==> src/cal_seq_consts.svh <==
// Contract
// - foreground calibration takes active cores offline and drives mid-code samples
// - foreground mapping: core 0 input A, core 1 B, core 4 C, core 5 D
// - quad background: spare core 2 replaces 0 or 1, spare 3 replaces 4 or 5
// - dual: cores 0 and 1 share spare 2; single: core 0 uses spare 2
// - foreground calibration always runs after power-up; system waits before programming
// - trigger event starts foreground; source pin or software bit per select
// - background keeps converting: calibrate spare, then switch it in
// - rotation is continuous: recalibrated core replaces next active core
// - only one core is calibrated at any moment in background mode
// - each calibration trims linearity, gain and offset against internal reference; offset phase runs only when an offset cal enable bit is set
// - brief swap glitches on converted data are permitted behaviour
// - trim registers reset to factory values and are readable and writable; the offset field ignores writes while an offset cal enable bit is set
// - trim fields exist per sampled input and per core pairing
`ifndef CAL_SEQ_CONSTS_SVH
`define CAL_SEQ_CONSTS_SVH
`define CTRL_IDX        10'h000
`define STATUS_IDX      10'h001
`define IRQ_STATUS_IDX  10'h002
`define IRQ_MASK_IDX    10'h003
`define TRIM_BASE_IDX   10'h010
`define SRC_DLY_IDX     10'h09a
`define MUX_DLY_IDX     10'h09b
`define CTRL_RESET      7'h40
`define SW_DLY_RESET    8'h00
`define IRQ_FG_DONE     0
`define IRQ_SWAP        1
`define VAR_SINGLE      2'h0
`define VAR_DUAL        2'h1
`define VAR_QUAD        2'h2
`define MID_CODE        12'h000
`define NO_INPUT        3'h7
`define NO_CORE         3'h6
`define CAL_PHASE_CYCLES 16'h0100
`endif

==> src/cal_seq_pkg.sv <==
package cal_seq_pkg;
  typedef enum logic [2:0] {
    SEQ_IDLE,
    SEQ_FG_RUN,
    SEQ_BG_CAL,
    SEQ_BG_SRC,
    SEQ_BG_MUX
  } seq_state_e;
  typedef enum logic [1:0] {
    PH_IDLE,
    PH_LIN,
    PH_GAIN,
    PH_OFS
  } cal_phase_e;
  typedef struct packed {
    logic [1:0] variant;
    logic       background_offset_cal_enable;
    logic       foreground_offset_cal_enable;
    logic       software_cal_trigger;
    logic       cal_trigger_source_select;
    logic       background_cal_enable;
  } ctrl_s;
  typedef struct packed {
    logic [7:0] termination;
    logic [7:0] gain;
    logic [7:0] offset;
  } trim_s;
  typedef logic [11:0] sample_t;
endpackage : cal_seq_pkg

==> src/adc_core_calibration_sequencer.sv <==
`timescale 1ns/1ns
`include "cal_seq_consts.svh"
module adc_core_calibration_sequencer #(
  parameter logic [15:0] CAL_PHASE_CYCLES = `CAL_PHASE_CYCLES
) (
  input  wire logic                        clk_i,
  input  wire logic                        rst_i,
  input  wire logic                        wb_cyc_i,
  input  wire logic                        wb_stb_i,
  input  wire logic                        wb_we_i,
  input  wire logic [31:0]                 wb_adr_i,
  input  wire logic [3:0]                  wb_sel_i,
  input  wire logic [31:0]                 wb_dat_i,
  output logic [31:0]                      wb_dat_o,
  output logic                             wb_ack_o,
  output logic                             irq_o,
  input  wire logic                        external_cal_trigger_pin_i,
  input  wire cal_seq_pkg::trim_s [7:0]    factory_trim_i,
  input  wire cal_seq_pkg::sample_t [5:0]  core_sample_i,
  output cal_seq_pkg::sample_t [3:0]       chan_sample_o,
  output logic [5:0]                       core_online_o,
  output logic [5:0]                       core_cal_o,
  output logic [5:0][2:0]                  core_input_o,
  output logic                             cal_ref_en_o,
  output logic                             cal_done_o,
  output cal_seq_pkg::trim_s [7:0]         trim_o
);
  import cal_seq_pkg::*;

  function automatic logic core_used(input logic [1:0] v, input logic [2:0] c);
    core_used = (v == `VAR_QUAD) ? (c < 3'h6) :
                (v == `VAR_DUAL) ? (c < 3'h3) : (c == 3'h0 || c == 3'h2);
  endfunction : core_used

  function automatic logic [2:0] next_core(input logic [1:0] v, input logic [2:0] from);
    next_core = `NO_CORE;
    for (int i = 5; i >= 0; i--) begin
      if (3'(i) >= from && core_used(v, 3'(i))) next_core = 3'(i);
    end
  endfunction : next_core

  function automatic logic chan_used(input logic [1:0] v, input logic [1:0] ch);
    chan_used = (v == `VAR_QUAD) || (v == `VAR_DUAL && ch < 2'h2) || ch == 2'h0;
  endfunction : chan_used

  ctrl_s        ctrl;
  logic [1:0]   irq_status;
  logic [1:0]   irq_mask;
  logic [7:0]   core_source_switch_delay;
  logic [7:0]   output_mux_switch_delay;
  trim_s [7:0]  trim;
  seq_state_e   state;
  logic [2:0]   eng_core;
  logic         eng_start, eng_busy, eng_done;
  logic [7:0]   dly_cnt;
  logic [2:0]   pin_sync;
  logic         pin_level, trig_prev, fg_pending, bg_group;
  logic [1:0]   grp_next;
  logic [2:0]   grp_spare [2];
  logic [3:0][2:0] chan_core;
  logic [1:0]   tgt_ch;
  logic [2:0]   spare_now, fg_next;
  logic         bg_mode, trig_lvl, access, mapped, trim_hit, swap_done;
  logic [9:0]   idx;
  logic [31:0]  rdata;
  logic [1:0]   irq_set;
  logic [5:0]   next_online;

  // register bus
  assign access = wb_cyc_i && wb_stb_i && !wb_ack_o;
  assign idx    = wb_adr_i[11:2];
  assign mapped = (wb_adr_i[31:12] == 20'h00000);
  assign trim_hit = (idx[9:3] == 7'(`TRIM_BASE_IDX >> 3));

  always_comb begin
    rdata = 32'h0000_0000;
    if (!mapped) begin
      rdata = 32'h0000_0000;
    end else if (idx == `CTRL_IDX) begin
      rdata = {25'h0000000, ctrl};
    end else if (idx == `STATUS_IDX) begin
      rdata = {26'h0000000, eng_core, state == SEQ_FG_RUN, bg_mode, cal_done_o};
    end else if (idx == `IRQ_STATUS_IDX) begin
      rdata = {30'h00000000, irq_status};
    end else if (idx == `IRQ_MASK_IDX) begin
      rdata = {30'h00000000, irq_mask};
    end else if (idx == `SRC_DLY_IDX) begin
      rdata = {24'h000000, core_source_switch_delay};
    end else if (idx == `MUX_DLY_IDX) begin
      rdata = {24'h000000, output_mux_switch_delay};
    end else if (trim_hit) begin
      rdata = {8'h00, trim[idx[2:0]]};
    end
  end

  always_ff @(posedge clk_i) begin
    if (rst_i) begin
      wb_ack_o <= 1'b0;
      wb_dat_o <= 32'h0000_0000;
    end else begin
      wb_ack_o <= access;
      if (access && !wb_we_i) wb_dat_o <= rdata;
    end
  end

  always_ff @(posedge clk_i) begin
    if (rst_i) begin
      ctrl                     <= `CTRL_RESET;
      irq_mask                 <= 2'h0;
      core_source_switch_delay <= `SW_DLY_RESET;
      output_mux_switch_delay  <= `SW_DLY_RESET;
    end else if (access && wb_we_i && mapped && wb_sel_i[0]) begin
      if (idx == `CTRL_IDX) begin
        ctrl <= ctrl_s'(wb_dat_i[6:0]);
      end else if (idx == `IRQ_MASK_IDX) begin
        irq_mask <= wb_dat_i[1:0];
      end else if (idx == `SRC_DLY_IDX) begin
        core_source_switch_delay <= wb_dat_i[7:0];
      end else if (idx == `MUX_DLY_IDX) begin
        output_mux_switch_delay <= wb_dat_i[7:0];
      end
    end
  end

  // trim per input and core pairing; offset held by calibration when enabled
  assign trim_o = trim;
  always_ff @(posedge clk_i) begin
    if (rst_i) begin
      trim <= factory_trim_i;
    end else if (access && wb_we_i && mapped && trim_hit) begin
      trim[idx[2:0]].termination <= wb_sel_i[2] ? wb_dat_i[23:16] : trim[idx[2:0]].termination;
      trim[idx[2:0]].gain        <= wb_sel_i[1] ? wb_dat_i[15:8] : trim[idx[2:0]].gain;
      if (!ctrl.foreground_offset_cal_enable && !ctrl.background_offset_cal_enable) begin
        trim[idx[2:0]].offset <= wb_sel_i[0] ? wb_dat_i[7:0] : trim[idx[2:0]].offset;
      end
    end
  end

  // interrupts: read of status clears, set wins
  assign swap_done = (state == SEQ_BG_MUX) && (dly_cnt == output_mux_switch_delay);
  assign irq_set   = {swap_done, state == SEQ_FG_RUN && eng_done && fg_next == `NO_CORE};

  always_ff @(posedge clk_i) begin
    if (rst_i) begin
      irq_status <= 2'h0;
    end else if (access && !wb_we_i && mapped && idx == `IRQ_STATUS_IDX) begin
      irq_status <= irq_set;
    end else begin
      irq_status <= irq_status | irq_set;
    end
  end

  always_ff @(posedge clk_i) begin
    if (rst_i) begin
      irq_o <= 1'b0;
    end else begin
      irq_o <= |(irq_status & irq_mask);
    end
  end

  // trigger pin synchroniser
  always_ff @(posedge clk_i) begin
    if (rst_i) begin
      pin_sync  <= 3'h0;
      pin_level <= 1'b0;
    end else begin
      pin_sync <= {pin_sync[1:0], external_cal_trigger_pin_i};
      if (pin_sync[1] == pin_sync[2]) pin_level <= pin_sync[2];
    end
  end

  assign trig_lvl = ctrl.cal_trigger_source_select ? pin_level : ctrl.software_cal_trigger;
  assign bg_mode  = ctrl.background_cal_enable && !ctrl.cal_trigger_source_select
                    && ctrl.software_cal_trigger;

  always_ff @(posedge clk_i) begin
    if (rst_i) begin
      trig_prev  <= 1'b0;
      fg_pending <= 1'b1;
    end else begin
      trig_prev <= trig_lvl;
      if (trig_lvl && !trig_prev && !bg_mode) begin
        fg_pending <= 1'b1;
      end else if (state == SEQ_IDLE) begin
        fg_pending <= 1'b0;
      end
    end
  end

  // sequencer
  assign fg_next   = next_core(ctrl.variant, eng_core + 3'h1);
  assign tgt_ch    = {bg_group, (ctrl.variant == `VAR_SINGLE) ? 1'b0 : grp_next[bg_group]};
  assign spare_now = grp_spare[bg_group];

  always_ff @(posedge clk_i) begin
    if (rst_i) begin
      state     <= SEQ_IDLE;
      eng_core  <= 3'h0;
      eng_start <= 1'b0;
    end else begin
      eng_start <= 1'b0;
      case (state)
        SEQ_IDLE: begin
          if (fg_pending) begin
            state     <= SEQ_FG_RUN;
            eng_core  <= next_core(ctrl.variant, 3'h0);
            eng_start <= 1'b1;
          end else if (bg_mode) begin
            state     <= SEQ_BG_CAL;
            eng_core  <= spare_now;
            eng_start <= 1'b1;
          end
        end
        SEQ_FG_RUN: begin
          if (eng_done && fg_next == `NO_CORE) begin
            state <= SEQ_IDLE;
          end else if (eng_done) begin
            eng_core  <= fg_next;
            eng_start <= 1'b1;
          end
        end
        SEQ_BG_CAL: if (eng_done) state <= SEQ_BG_SRC;
        SEQ_BG_SRC: if (dly_cnt == core_source_switch_delay) state <= SEQ_BG_MUX;
        SEQ_BG_MUX: if (swap_done) state <= SEQ_IDLE;
        default: state <= SEQ_IDLE;
      endcase
    end
  end

  always_ff @(posedge clk_i) begin
    if (rst_i || (state != SEQ_BG_SRC && state != SEQ_BG_MUX)) begin
      dly_cnt <= 8'h00;
    end else if (state == SEQ_BG_SRC && dly_cnt == core_source_switch_delay) begin
      dly_cnt <= 8'h00;
    end else begin
      dly_cnt <= dly_cnt + 8'h01;
    end
  end

  // core map: spare 2 serves channels a/b, spare 3 serves c/d
  always_ff @(posedge clk_i) begin
    if (rst_i || state == SEQ_FG_RUN) begin
      chan_core    <= {3'h5, 3'h4, 3'h1, 3'h0};
      grp_spare[0] <= 3'h2;
      grp_spare[1] <= 3'h3;
      grp_next     <= 2'h0;
      bg_group     <= 1'b0;
      core_input_o <= {3'h3, 3'h2, `NO_INPUT, `NO_INPUT, 3'h1, 3'h0};
    end else if (state == SEQ_BG_SRC && dly_cnt == core_source_switch_delay) begin
      core_input_o[spare_now] <= {1'b0, tgt_ch};
    end else if (swap_done) begin
      chan_core[tgt_ch]          <= spare_now;
      grp_spare[bg_group]        <= chan_core[tgt_ch];
      core_input_o[chan_core[tgt_ch]] <= `NO_INPUT;
      grp_next[bg_group]         <= !grp_next[bg_group];
      bg_group                   <= (ctrl.variant == `VAR_QUAD) ? !bg_group : 1'b0;
    end
  end

  always_comb begin
    next_online = 6'h00;
    for (int c = 0; c < 4; c++) begin
      if (chan_used(ctrl.variant, 2'(c))) next_online[chan_core[c]] = 1'b1;
    end
  end

  // sample outputs; swap glitches accepted
  always_ff @(posedge clk_i) begin
    if (rst_i) begin
      chan_sample_o <= {4{`MID_CODE}};
      core_online_o <= 6'h00;
    end else begin
      for (int c = 0; c < 4; c++) begin
        chan_sample_o[c] <= (state == SEQ_FG_RUN || !chan_used(ctrl.variant, 2'(c))) ?
                            `MID_CODE : core_sample_i[chan_core[c]];
      end
      core_online_o <= (state == SEQ_FG_RUN) ? 6'h00 : next_online;
    end
  end

  always_ff @(posedge clk_i) begin
    if (rst_i) begin
      core_cal_o   <= 6'h00;
      cal_ref_en_o <= 1'b0;
      cal_done_o   <= 1'b0;
    end else begin
      core_cal_o   <= (eng_busy || eng_start) ? 6'(6'h01 << eng_core) : 6'h00;
      cal_ref_en_o <= eng_busy || eng_start;
      if (state == SEQ_FG_RUN || fg_pending) begin
        cal_done_o <= 1'b0;
      end else if (state == SEQ_IDLE) begin
        cal_done_o <= 1'b1;
      end
    end
  end

  core_cal_engine engine (
    .clk_i       (clk_i),
    .rst_i       (rst_i),
    .start_i     (eng_start),
    .ofs_en_i    (ctrl.foreground_offset_cal_enable || ctrl.background_offset_cal_enable),
    .phase_len_i (CAL_PHASE_CYCLES),
    .busy_o      (eng_busy),
    .done_o      (eng_done),
    .phase_o     ()
  );
endmodule : adc_core_calibration_sequencer

==> src/core_cal_engine.sv <==
`timescale 1ns/1ns
module core_cal_engine (
  input  wire logic                   clk_i,
  input  wire logic                   rst_i,
  input  wire logic                   start_i,
  input  wire logic                   ofs_en_i,
  input  wire logic [15:0]            phase_len_i,
  output logic                        busy_o,
  output logic                        done_o,
  output cal_seq_pkg::cal_phase_e     phase_o
);
  import cal_seq_pkg::*;

  logic [15:0] cnt;
  logic        last;

  assign last = (cnt == phase_len_i - 16'h0001);

  // phase walk against the internal reference
  always_ff @(posedge clk_i) begin
    if (rst_i) begin
      phase_o <= PH_IDLE;
    end else begin
      case (phase_o)
        PH_IDLE: if (start_i) phase_o <= PH_LIN;
        PH_LIN:  if (last) phase_o <= PH_GAIN;
        PH_GAIN: if (last) phase_o <= ofs_en_i ? PH_OFS : PH_IDLE;
        PH_OFS:  if (last) phase_o <= PH_IDLE;
        default: phase_o <= PH_IDLE;
      endcase
    end
  end

  always_ff @(posedge clk_i) begin
    if (rst_i || phase_o == PH_IDLE || last) begin
      cnt <= 16'h0000;
    end else begin
      cnt <= cnt + 16'h0001;
    end
  end

  always_ff @(posedge clk_i) begin
    if (rst_i) begin
      done_o <= 1'b0;
    end else begin
      done_o <= last && (phase_o == PH_OFS || (phase_o == PH_GAIN && !ofs_en_i));
    end
  end

  assign busy_o = (phase_o != PH_IDLE);
endmodule : core_cal_engine

==> config.mk <==
export PLATFORM = sky130hd
export DESIGN_NAME = adc_core_calibration_sequencer
export DESIGN_NICKNAME = d
export VERILOG_FILES = /design/src/cal_seq_pkg.sv /design/src/adc_core_calibration_sequencer.sv /design/src/core_cal_engine.sv
export VERILOG_INCLUDE_DIRS = /design/src
export SDC_FILE = /design/constraint.sdc
export NUM_CORES = 1
export LEC_CHECK = 0
export BUFFER_PORTS_ARGS = -buffer_cell sky130_fd_sc_hd__buf_4
export CAP_MARGIN = 20
export CORE_AREA = 4 4 252 254
export DETAILED_ROUTE_END_ITERATION = 10
export DIE_AREA = 0 0 256 258
export GPL_TIMING_DRIVEN = 0
export PLACE_DENSITY = 0.64
export SYNTH_ARGS = -nofsm -noshare
export SYNTH_HDL_FRONTEND = slang
export SYNTH_SLANG_ARGS = --single-unit
==> constraint.sdc <==
create_clock -name clk_i -period 2.9 [get_ports clk_i]
set_input_delay 0.29 -clock clk_i [delete_from_list [all_inputs] [get_ports clk_i]]
set_output_delay 0.29 -clock clk_i [all_outputs]
set_load 0.1 [all_outputs]
==> results of run 1 <==
power groups by stage:
stage	Combinational [mW]	Clock (mW)	Sequential, mW
3_5_place_dp	5.61	0	6.59
4_1_cts	5.84	6.01	6.48
3_3_place_gp	5.55	0	6.58
2_1_floorplan	1.35	0	8.99
6_report	5.89	5.97	6.49
5_1_grt	6.08	6.22	6.51
per-layer routing:
| layer | global-route usage (%) | routed length [microns] |
|---|---|---|
| met5 | 0 | 45 |
| met4 | 15.9 | 6560 |
| met3 | 8.30 | 12100 |
| met2 | 51.3 | 50100 |
| met1 | 36.5 | 37800 |
cell type report:
cell class | instances | area share [%]
Clock buffer | 62 | 4.43
Multi-Input combinational cell | 1423 | 32.0
Buffer | 148 | 2.18
Clock inverter | 22 | 0.852
Timing Repair Buffer | 820 | 23.2
Inverter | 18 | 0.234
Tap cell | 790 | 3.42
Sequential cell | 387 | 33.6
Antenna cell | 12 | 0.104
cell families after synthesis:
kind of cell             count (synthesis)  share of synthesized area [%]
AO/OA/AOI/OAI                          520                           16.2
other                                    1                         0.0192
adder cells (fa/ha/maj)                 10                          0.626
multiplexers                           203                           13.5
flip-flops                             387                           49.7
XOR/XNOR                                37                           1.66
buffers and inverters                  166                           3.55
AND/OR/NAND/NOR                        645                           14.7
Yosys cell counts, drive strengths merged (3+ instances only):
cell type,count
nand2,278
o21ai,231
nor2,202
edfxtp,198
dfxtp,189
mux2i,140
clkbuf,101
a211oi,87
a21oi,66
a22oi,55
mux4,48
buf,47
nand3,29
a31oi,25
nor3,23
xor2,20
inv,18
xnor2,17
nor2b,16
mux2,15
nor4,13
and3,12
nor3b,12
o21bai,12
nand2b,11
a21o,9
ha,9
nand4,9
o211ai,9
or3,8
and2,5
nand3b,5
o21a,5
or2,5
and3b,4
a221oi,3
a22o,3
and4,3
nor4b,3
o22ai,3
or4,3
registers in the layout, summed over array words and instances (netlist names), 2 cells and up, named ones only:
| register | count |
|---|---|
| dly_cnt | 8 |
| engine.cnt | 16 |
| engine.phase_o | 2 |
| core_source_switch_delay | 8 |
| core_online_o | 6 |
| irq_status | 2 |
| ctrl | 7 |
| chan_sample_o | 48 |
| irq_mask | 2 |
| output_mux_switch_delay | 8 |
| wb_dat_o | 24 |
| core_input_o | 18 |
| eng_core | 3 |
| core_cal_o | 6 |
| grp_next | 2 |
| grp_spare | 6 |
| state | 3 |
| pin_sync | 3 |
| chan_core | 12 |
| trim_o | 192 |
what timing repair did:
action,4_1_cts,5_1_grt
gates resized for setup,13,1
hold buffers,195,0
endpoints found under the setup margin,224,9
endpoints found under the hold margin,207,0
worst max path at each step:
| stage | from | to | slack, ns | cells past startpoint |
|---|---|---|---|---|
| after CTS | wb_adr_i[8] | trim_o[182] | 0.07 | 7 |
| after detailed placement | wb_adr_i[8] | trim_o[52] | -1.32 | 7 |
| after global routing | wb_adr_i[8] | trim_o[182] | -0.03 | 7 |
| after global placement | wb_adr_i[8] | trim_o[129] | -1.95 | 6 |
| final | wb_adr_i[4] | trim_o[46] | 0.02 | 8 |
| after floorplan | wb_adr_i[7] | trim_o[152] | 0.21 | 5 |
worst min-delay path: stages:
cell and delay, ns:
buf_4 0.10, a22oi_1 0.06, a31oi_1 0.14
==> qor.yml, run 1 <==
sta:
  post-route-period-util_pct: 99.4
  setup_viol: 0
  rsz0062_at_grt: "yes"
  whs_ns: 0.0287
  postLayoutSetupSlackWorst_ns: 0.0179
  slew_viol_final: 0
  max_freq_ghz: 0.347
  finalSetupTns_ns: 0
  worst_pin_slew_ns: 1.23
  fin_crit_ns: 2.88
  final-hold-violation-count: 0
  fin_skew_ns: 0.0362
  relSlewSlack_pct: 17.9
pwr:
  total_power_mw: 18.4
  intPower_mw: 11.2
  p_leak_nw: 12.2
  seq_power_share_pct: 35.4
  comb_power_share_pct: 32.1
  ir_drop_mv: 0.392
  swShare_pct: 38.8
  p_sw_mw: 7.12
  p_per_area_mw_per_mm2: 635
  power.share.clock_pct: 32.5
grt:
  grt-ovfl-total: 0
  antenna_found_initial: 17
  grt_use_total_pct: 30.7
  grt_pass1_wl_mm: 150
  grt_start_max_net_pins: 17
  grt_pass1_vias: 21100
setup_path:
  crit_top_cell: "buf_2"
  ff2ff_setup_slack_ns: 0.10
  r2r_end: "grp_spare[0][1]"
  crit_chain: "buf_4, buf_2, buf_2, buf_2, nor2_1, nand2_1, buf_1, o21ai_0"
  reg2reg_from: "dly_cnt[4]"
  slowest_stage: "buf_1"
  criticalPathCategory: "in -> reg"
  end_kind: "flip-flop"
  cp.arrival_ns: 3.20
  critical_path.max_stage_delay_ns: 0.69
  crit_family: "buffers and inverters"
  critPathRequiredTime_ns: 3.22
  startpoint_type: "primary input"
  critPathMaxFanout: 10
  worst-path-buf-inv: 5
  reg2reg_depth: 8
synthesis:
  synth_top_cells_by_area: "edfxtp_1, dfxtp_1, mux2i_1, o21ai_0, mux4_2"
  yosysSeqAreaShare_pct: 49.7
  ys_types: 69
  ys_ff_latch: 387
  yosys_warnings: 0
  syn-cell-area_sq_mm: 0.0196
  synthCells: 1969
  synthArstFlopShare_pct: 0
  synth_ff_type: "edfxtp_1"
  yosys.area.top_type: "edfxtp_1"
  synth_edf_count: 198
  synth_top_area_share_pct: 30.4
  postSynthAreaPerCell_sq_um: 9.94
cts:
  cts_tree: "yes"
  cts_setup_buffers: 0
  cts.sinks: 387
  clk_latency_ns: 0.61
  h-tree-depth: 2
  cts_buffers: 46
  clk_pin_slew_worst_paths_ns: 0.06
  cts_buffer_depth: 3
  cts-root-buf: "clkbuf_16"
detailed_routing:
  routed-via-count: 21300
  wl_mm: 107
  ant_nets: 0
  viasPerCell: 5.78
  drt_pass1_iterations: 6
  drt-initial-drc-count: 2262
  wl_per_cell_microns: 29.0
  drcViolationCount: 0
flow_run:
  maxCapViolCount: 0
floorplanning:
  rows: 91
  die_h_microns: 258
  fp.dieW_microns: 256
  coreArea_sq_mm: 0.0613
  initial_core_util_pct: 32.0
  design.die.area_sq_mm: 0.0660
  pin_count: 644
placed_design:
  dp_slack_ns: -1.32
  dp_cells: 3391
  gp_congestion: 0.969
  hpwl_mm: 82.8
  numPortBuffers: 619
  dpl_cell_area_sq_mm: 0.0254
finish:
  final_common_cell: "buf_4"
  fin_nets: 3191
  ff_latch_area_sq_mm: 0.00973
  fillers: 5764
  multi_input_area_sq_mm: 0.00925
  final_util_pct: 47.2
  final_cell_area_sq_mm: 0.0289
  mostFrequentLayoutCells: "buf_4, nand2_1, o21ai_0, nor2_1, edfxtp_1"
  fin_cells: 3682
  area_growth_pct: 47.8
  drive_above_1_share_pct: 28.7
hold_path:
  min_from: "core_sample_i[1]"
  hp-class: "in -> reg"
  worstHoldEndpoint: "chan_sample_o[1]"
  min_path_cells: 3
outcome:
  status: "finished clean"
Power figures use the tool's default switching activity.
==> run 2, diff against run 1 <==
Settings changed: CORE_AREA 4 4 252 254 to 4 4 247 249, DIE_AREA 0 0 256 258 to 0 0 251 253, PLACE_DENSITY 0.64 to 0.67, SYNTH_HIERARCHICAL set to 1.
==> qor.yml, run 2 <==
sta:
  max_freq_ghz: 0.350  # +0.95%
  fin_skew_ns: 0.0274  # -0.00886 ns
  post-route-period-util_pct: 98.5  # -0.93 points
  rsz0062_at_grt: "no"
  fin_crit_ns: 2.86  # -0.0270 ns
  finalSetupTns_ns: 0  # unchanged
  final-hold-violation-count: 0  # unchanged
  setup_viol: 0  # unchanged
  slew_viol_final: 0  # unchanged
  worst_pin_slew_ns: 1.11  # -0.118 ns
  relSlewSlack_pct: 25.6  # +7.7 points
synthesis:
  yosysSeqAreaShare_pct: 47.7  # -2.0 points
  synth_edf_count: 198  # unchanged
  yosys.area.top_type: "edfxtp_1"
  synth_ff_type: "edfxtp_1"
  synthTopCellsByCount: "nand2_1, edfxtp_1, o21ai_0, dfxtp_1, nor2_1"
  postSynthAreaPerCell_sq_um: 9.70  # -2.4%
  synthCells: 2104  # +6.9%
  synth_top_cells_by_area: "edfxtp_1, dfxtp_1, mux2i_1, nand2_1, mux4_2"
  ys_ff_latch: 387  # unchanged
  yosys_warnings: 6  # +6
  ys_types: 80  # +16%
  syn-cell-area_sq_mm: 0.0204  # +4.3%
  synthArstFlopShare_pct: 0  # unchanged
  yosysMostFrequentCell: "nand2_1"
  synth_top_area_share_pct: 29.1  # -1.2 points
detailed_routing:
  met1_length_mm: 36.8  # -2.7%
  wl_per_cell_microns: 27.5  # -5.1%
  wl_met3_mm: 10.2  # -16%
  wl_mm: 103  # -3.0%
  viasPerCell: 5.79  # +0.21%
  met2_length_mm: 49.6  # -1.0%
  drt_pass1_iterations: 11  # +5
  routed-via-count: 21800  # +2.4%
  dr.max_layer_used: "met5"
  drcViolationCount: 1  # +1
  ant_nets: 0  # unchanged
  drt-initial-drc-count: 2589  # +14%
setup_path:
  critical_path.max_stage_delay_ns: 0.74  # +0.05 ns
  worst-path-buf-inv: 3  # -2
  critPathRequiredTime_ns: 3.17  # -0.05 ns
  criticalPathCategory: "in -> reg"
  crit_chain: "buf_4, buf_2, clkdlybuf4s15_1, mux4_2, mux2i_1, nor2_1, a21oi_1, o21ai_0"
  startpoint_type: "primary input"
  end_kind: "flip-flop"
  cp.arrival_ns: 3.13  # -0.07 ns
  critPathMaxFanout: 10  # unchanged
  slowest_stage: "clkdlybuf4s15_1"
  crit_family: "buffers and inverters"
finish:
  mostFrequentLayoutCells: "buf_4, nand2_1, edfxtp_1, o21ai_0, dfxtp_1"
  fin_cells: 3763  # +2.2%
  fin_nets: 3301  # +3.4%
  largest_reg_flops: 192  # unchanged
  final_common_cell: "buf_4"
  final_util_pct: 49.3  # +2.1 points
  area_growth_pct: 41.9
  drive_above_1_share_pct: 27.5  # -1.1 points
cts:
  cts_buffer_depth: 3  # unchanged
  cts-root-buf: "clkbuf_16"
  h-tree-depth: 2  # unchanged
  cts_tree: "yes"
  cts_buffers: 45  # -2.2%
  cts.sinks: 387  # unchanged
  clk_pin_slew_worst_paths_ns: 0.06  # about the same
  clk_latency_ns: 0.58  # -0.03 ns
pwr:
  p_per_area_mw_per_mm2: 628  # -1.1%
  ir_drop_mv: 0.449  # +14%
  p_leak_nw: 11.9  # -2.5%
placed_design:
  hpwl_mm: 81.0  # -2.2%
  numPortBuffers: 623  # +0.65%
  gp_congestion: 0.978  # +0.95%
  dp_cells: 3575  # +5.4%
grt:
  grt_start_max_net_pins: 17  # unchanged
  grt_pass1_vias: 21200  # +0.59%
  grt_pass1_wl_mm: 145  # -3.0%
  grt_use_total_pct: 30.6  # -0.085 points
  antenna_found_initial: 2  # -15
  grt-ovfl-total: 0  # unchanged
hold_path:
  hp-class: "in -> reg"
outcome:
  violations: "DRC"
  status: "finished with violations"
floorplanning:
  rows: 89  # -2.2%
  die_h_microns: 253  # -1.9%
  pin_count: 644  # unchanged
  coreArea_sq_mm: 0.0587  # -4.2%
  fp.dieW_microns: 251  # -2.0%
  design.die.area_sq_mm: 0.0635  # -3.9%
  initial_core_util_pct: 34.8  # +2.8 points
flow_run:
  maxCapViolCount: 0  # unchanged
## run 2: cell types whose count changed after synthesis, sizes merged, moves of 18 or more
cell / previous run / this run
nand2: 278 / 317
o21ai: 231 / 193
nor2: 202 / 152
a22oi: 55 / 37
nor3: 23 / 45
a21oi: 66 / 144
## run 2: final cells by class
type | instances | area, sq um
fill | 5456 | 29700
sequential | 387 | 9730
buffer | 155 | 689
inverter | 30 | 113
tap | 773 | 967
antenna | 1 | 2.50
clock buffer | 62 | 1300
clock inverter | 21 | 196
timing repair buffer | 732 | 5780
multi-input combinational | 1602 | 10200
## run 2: cells by family (layout without fill, tap and decap cells)
kind of cell               after synthesis  in the layout  share of synthesized area, %
AOI/OAI and AO/OA                      566            566                          16.9
buffers and inverters                  185           1000                          3.90
other                                    2             73                        0.0368
xor gates and xnor gates                59             59                          2.53
and+or+nand+nor                        698            698                          15.9
DFF                                    387            387                          47.7
adders and majority gates               10             10                         0.613
muxes                                  197            197                          12.5
## run 2: stage by stage
step           setup WS, ns  hold WS [ns]  power, mW  instance area (sq um)
2_1_floorplan         0.243         0.362       10.4                  20700
3_3_place_gp         -0.785         0.407       12.2                  26300
3_5_place_dp         -0.494         0.417       12.3                  26400
4_1_cts               0.133       0.00145       18.1                  28900
5_1_grt              0.0369        0.0150       18.7                  29000
6_report             0.0449        0.0191       18.2                  29000
## run 2: routing by layer
layer | GRT usage (%) | up-vias
met2 | 52.7 | 1617
met3 | 5.94 | 307
li1 | - | 9387
met4 | 16.5 | 2
met5 | 0 | -
met1 | 36.3 | 10500
## run 2: final timing paths
kind | slack, ns | from | cells after the start | to
max | 0.04 | wb_adr_i[3] | 8 | trim_o[102]
min | 0.02 | factory_trim_i[185] | 3 | trim_o[185]
max reg2reg | 0.18 | chan_core[4] | 6 | chan_sample_o[15]
min reg2reg | 0.44 | trig_prev | 1 | fg_pending
## run 2: worst reg2reg max path, stage by stage, from the launching register on
cell	delay, ns
dfxtp_1	0.34
clkbuf_1	0.52
nor2b_1	0.21
clkbuf_1	0.40
clkbuf_1	0.58
a21oi_1	0.18
a211oi_1	0.38
## run 2: power breakdown
part / internal (mW) / switching (mW)
Clock: 3.41 / 2.40
Combinational: 1.48 / 4.35
Sequential: 6.22 / 0.326
## run 2: what timing repair did
action	in CTS	in global routing
hold endpoints to repair	102	0
resized for setup	0	5
hold buffers	102	0
setup buffers	0	0
endpoints found under the setup margin	0	16
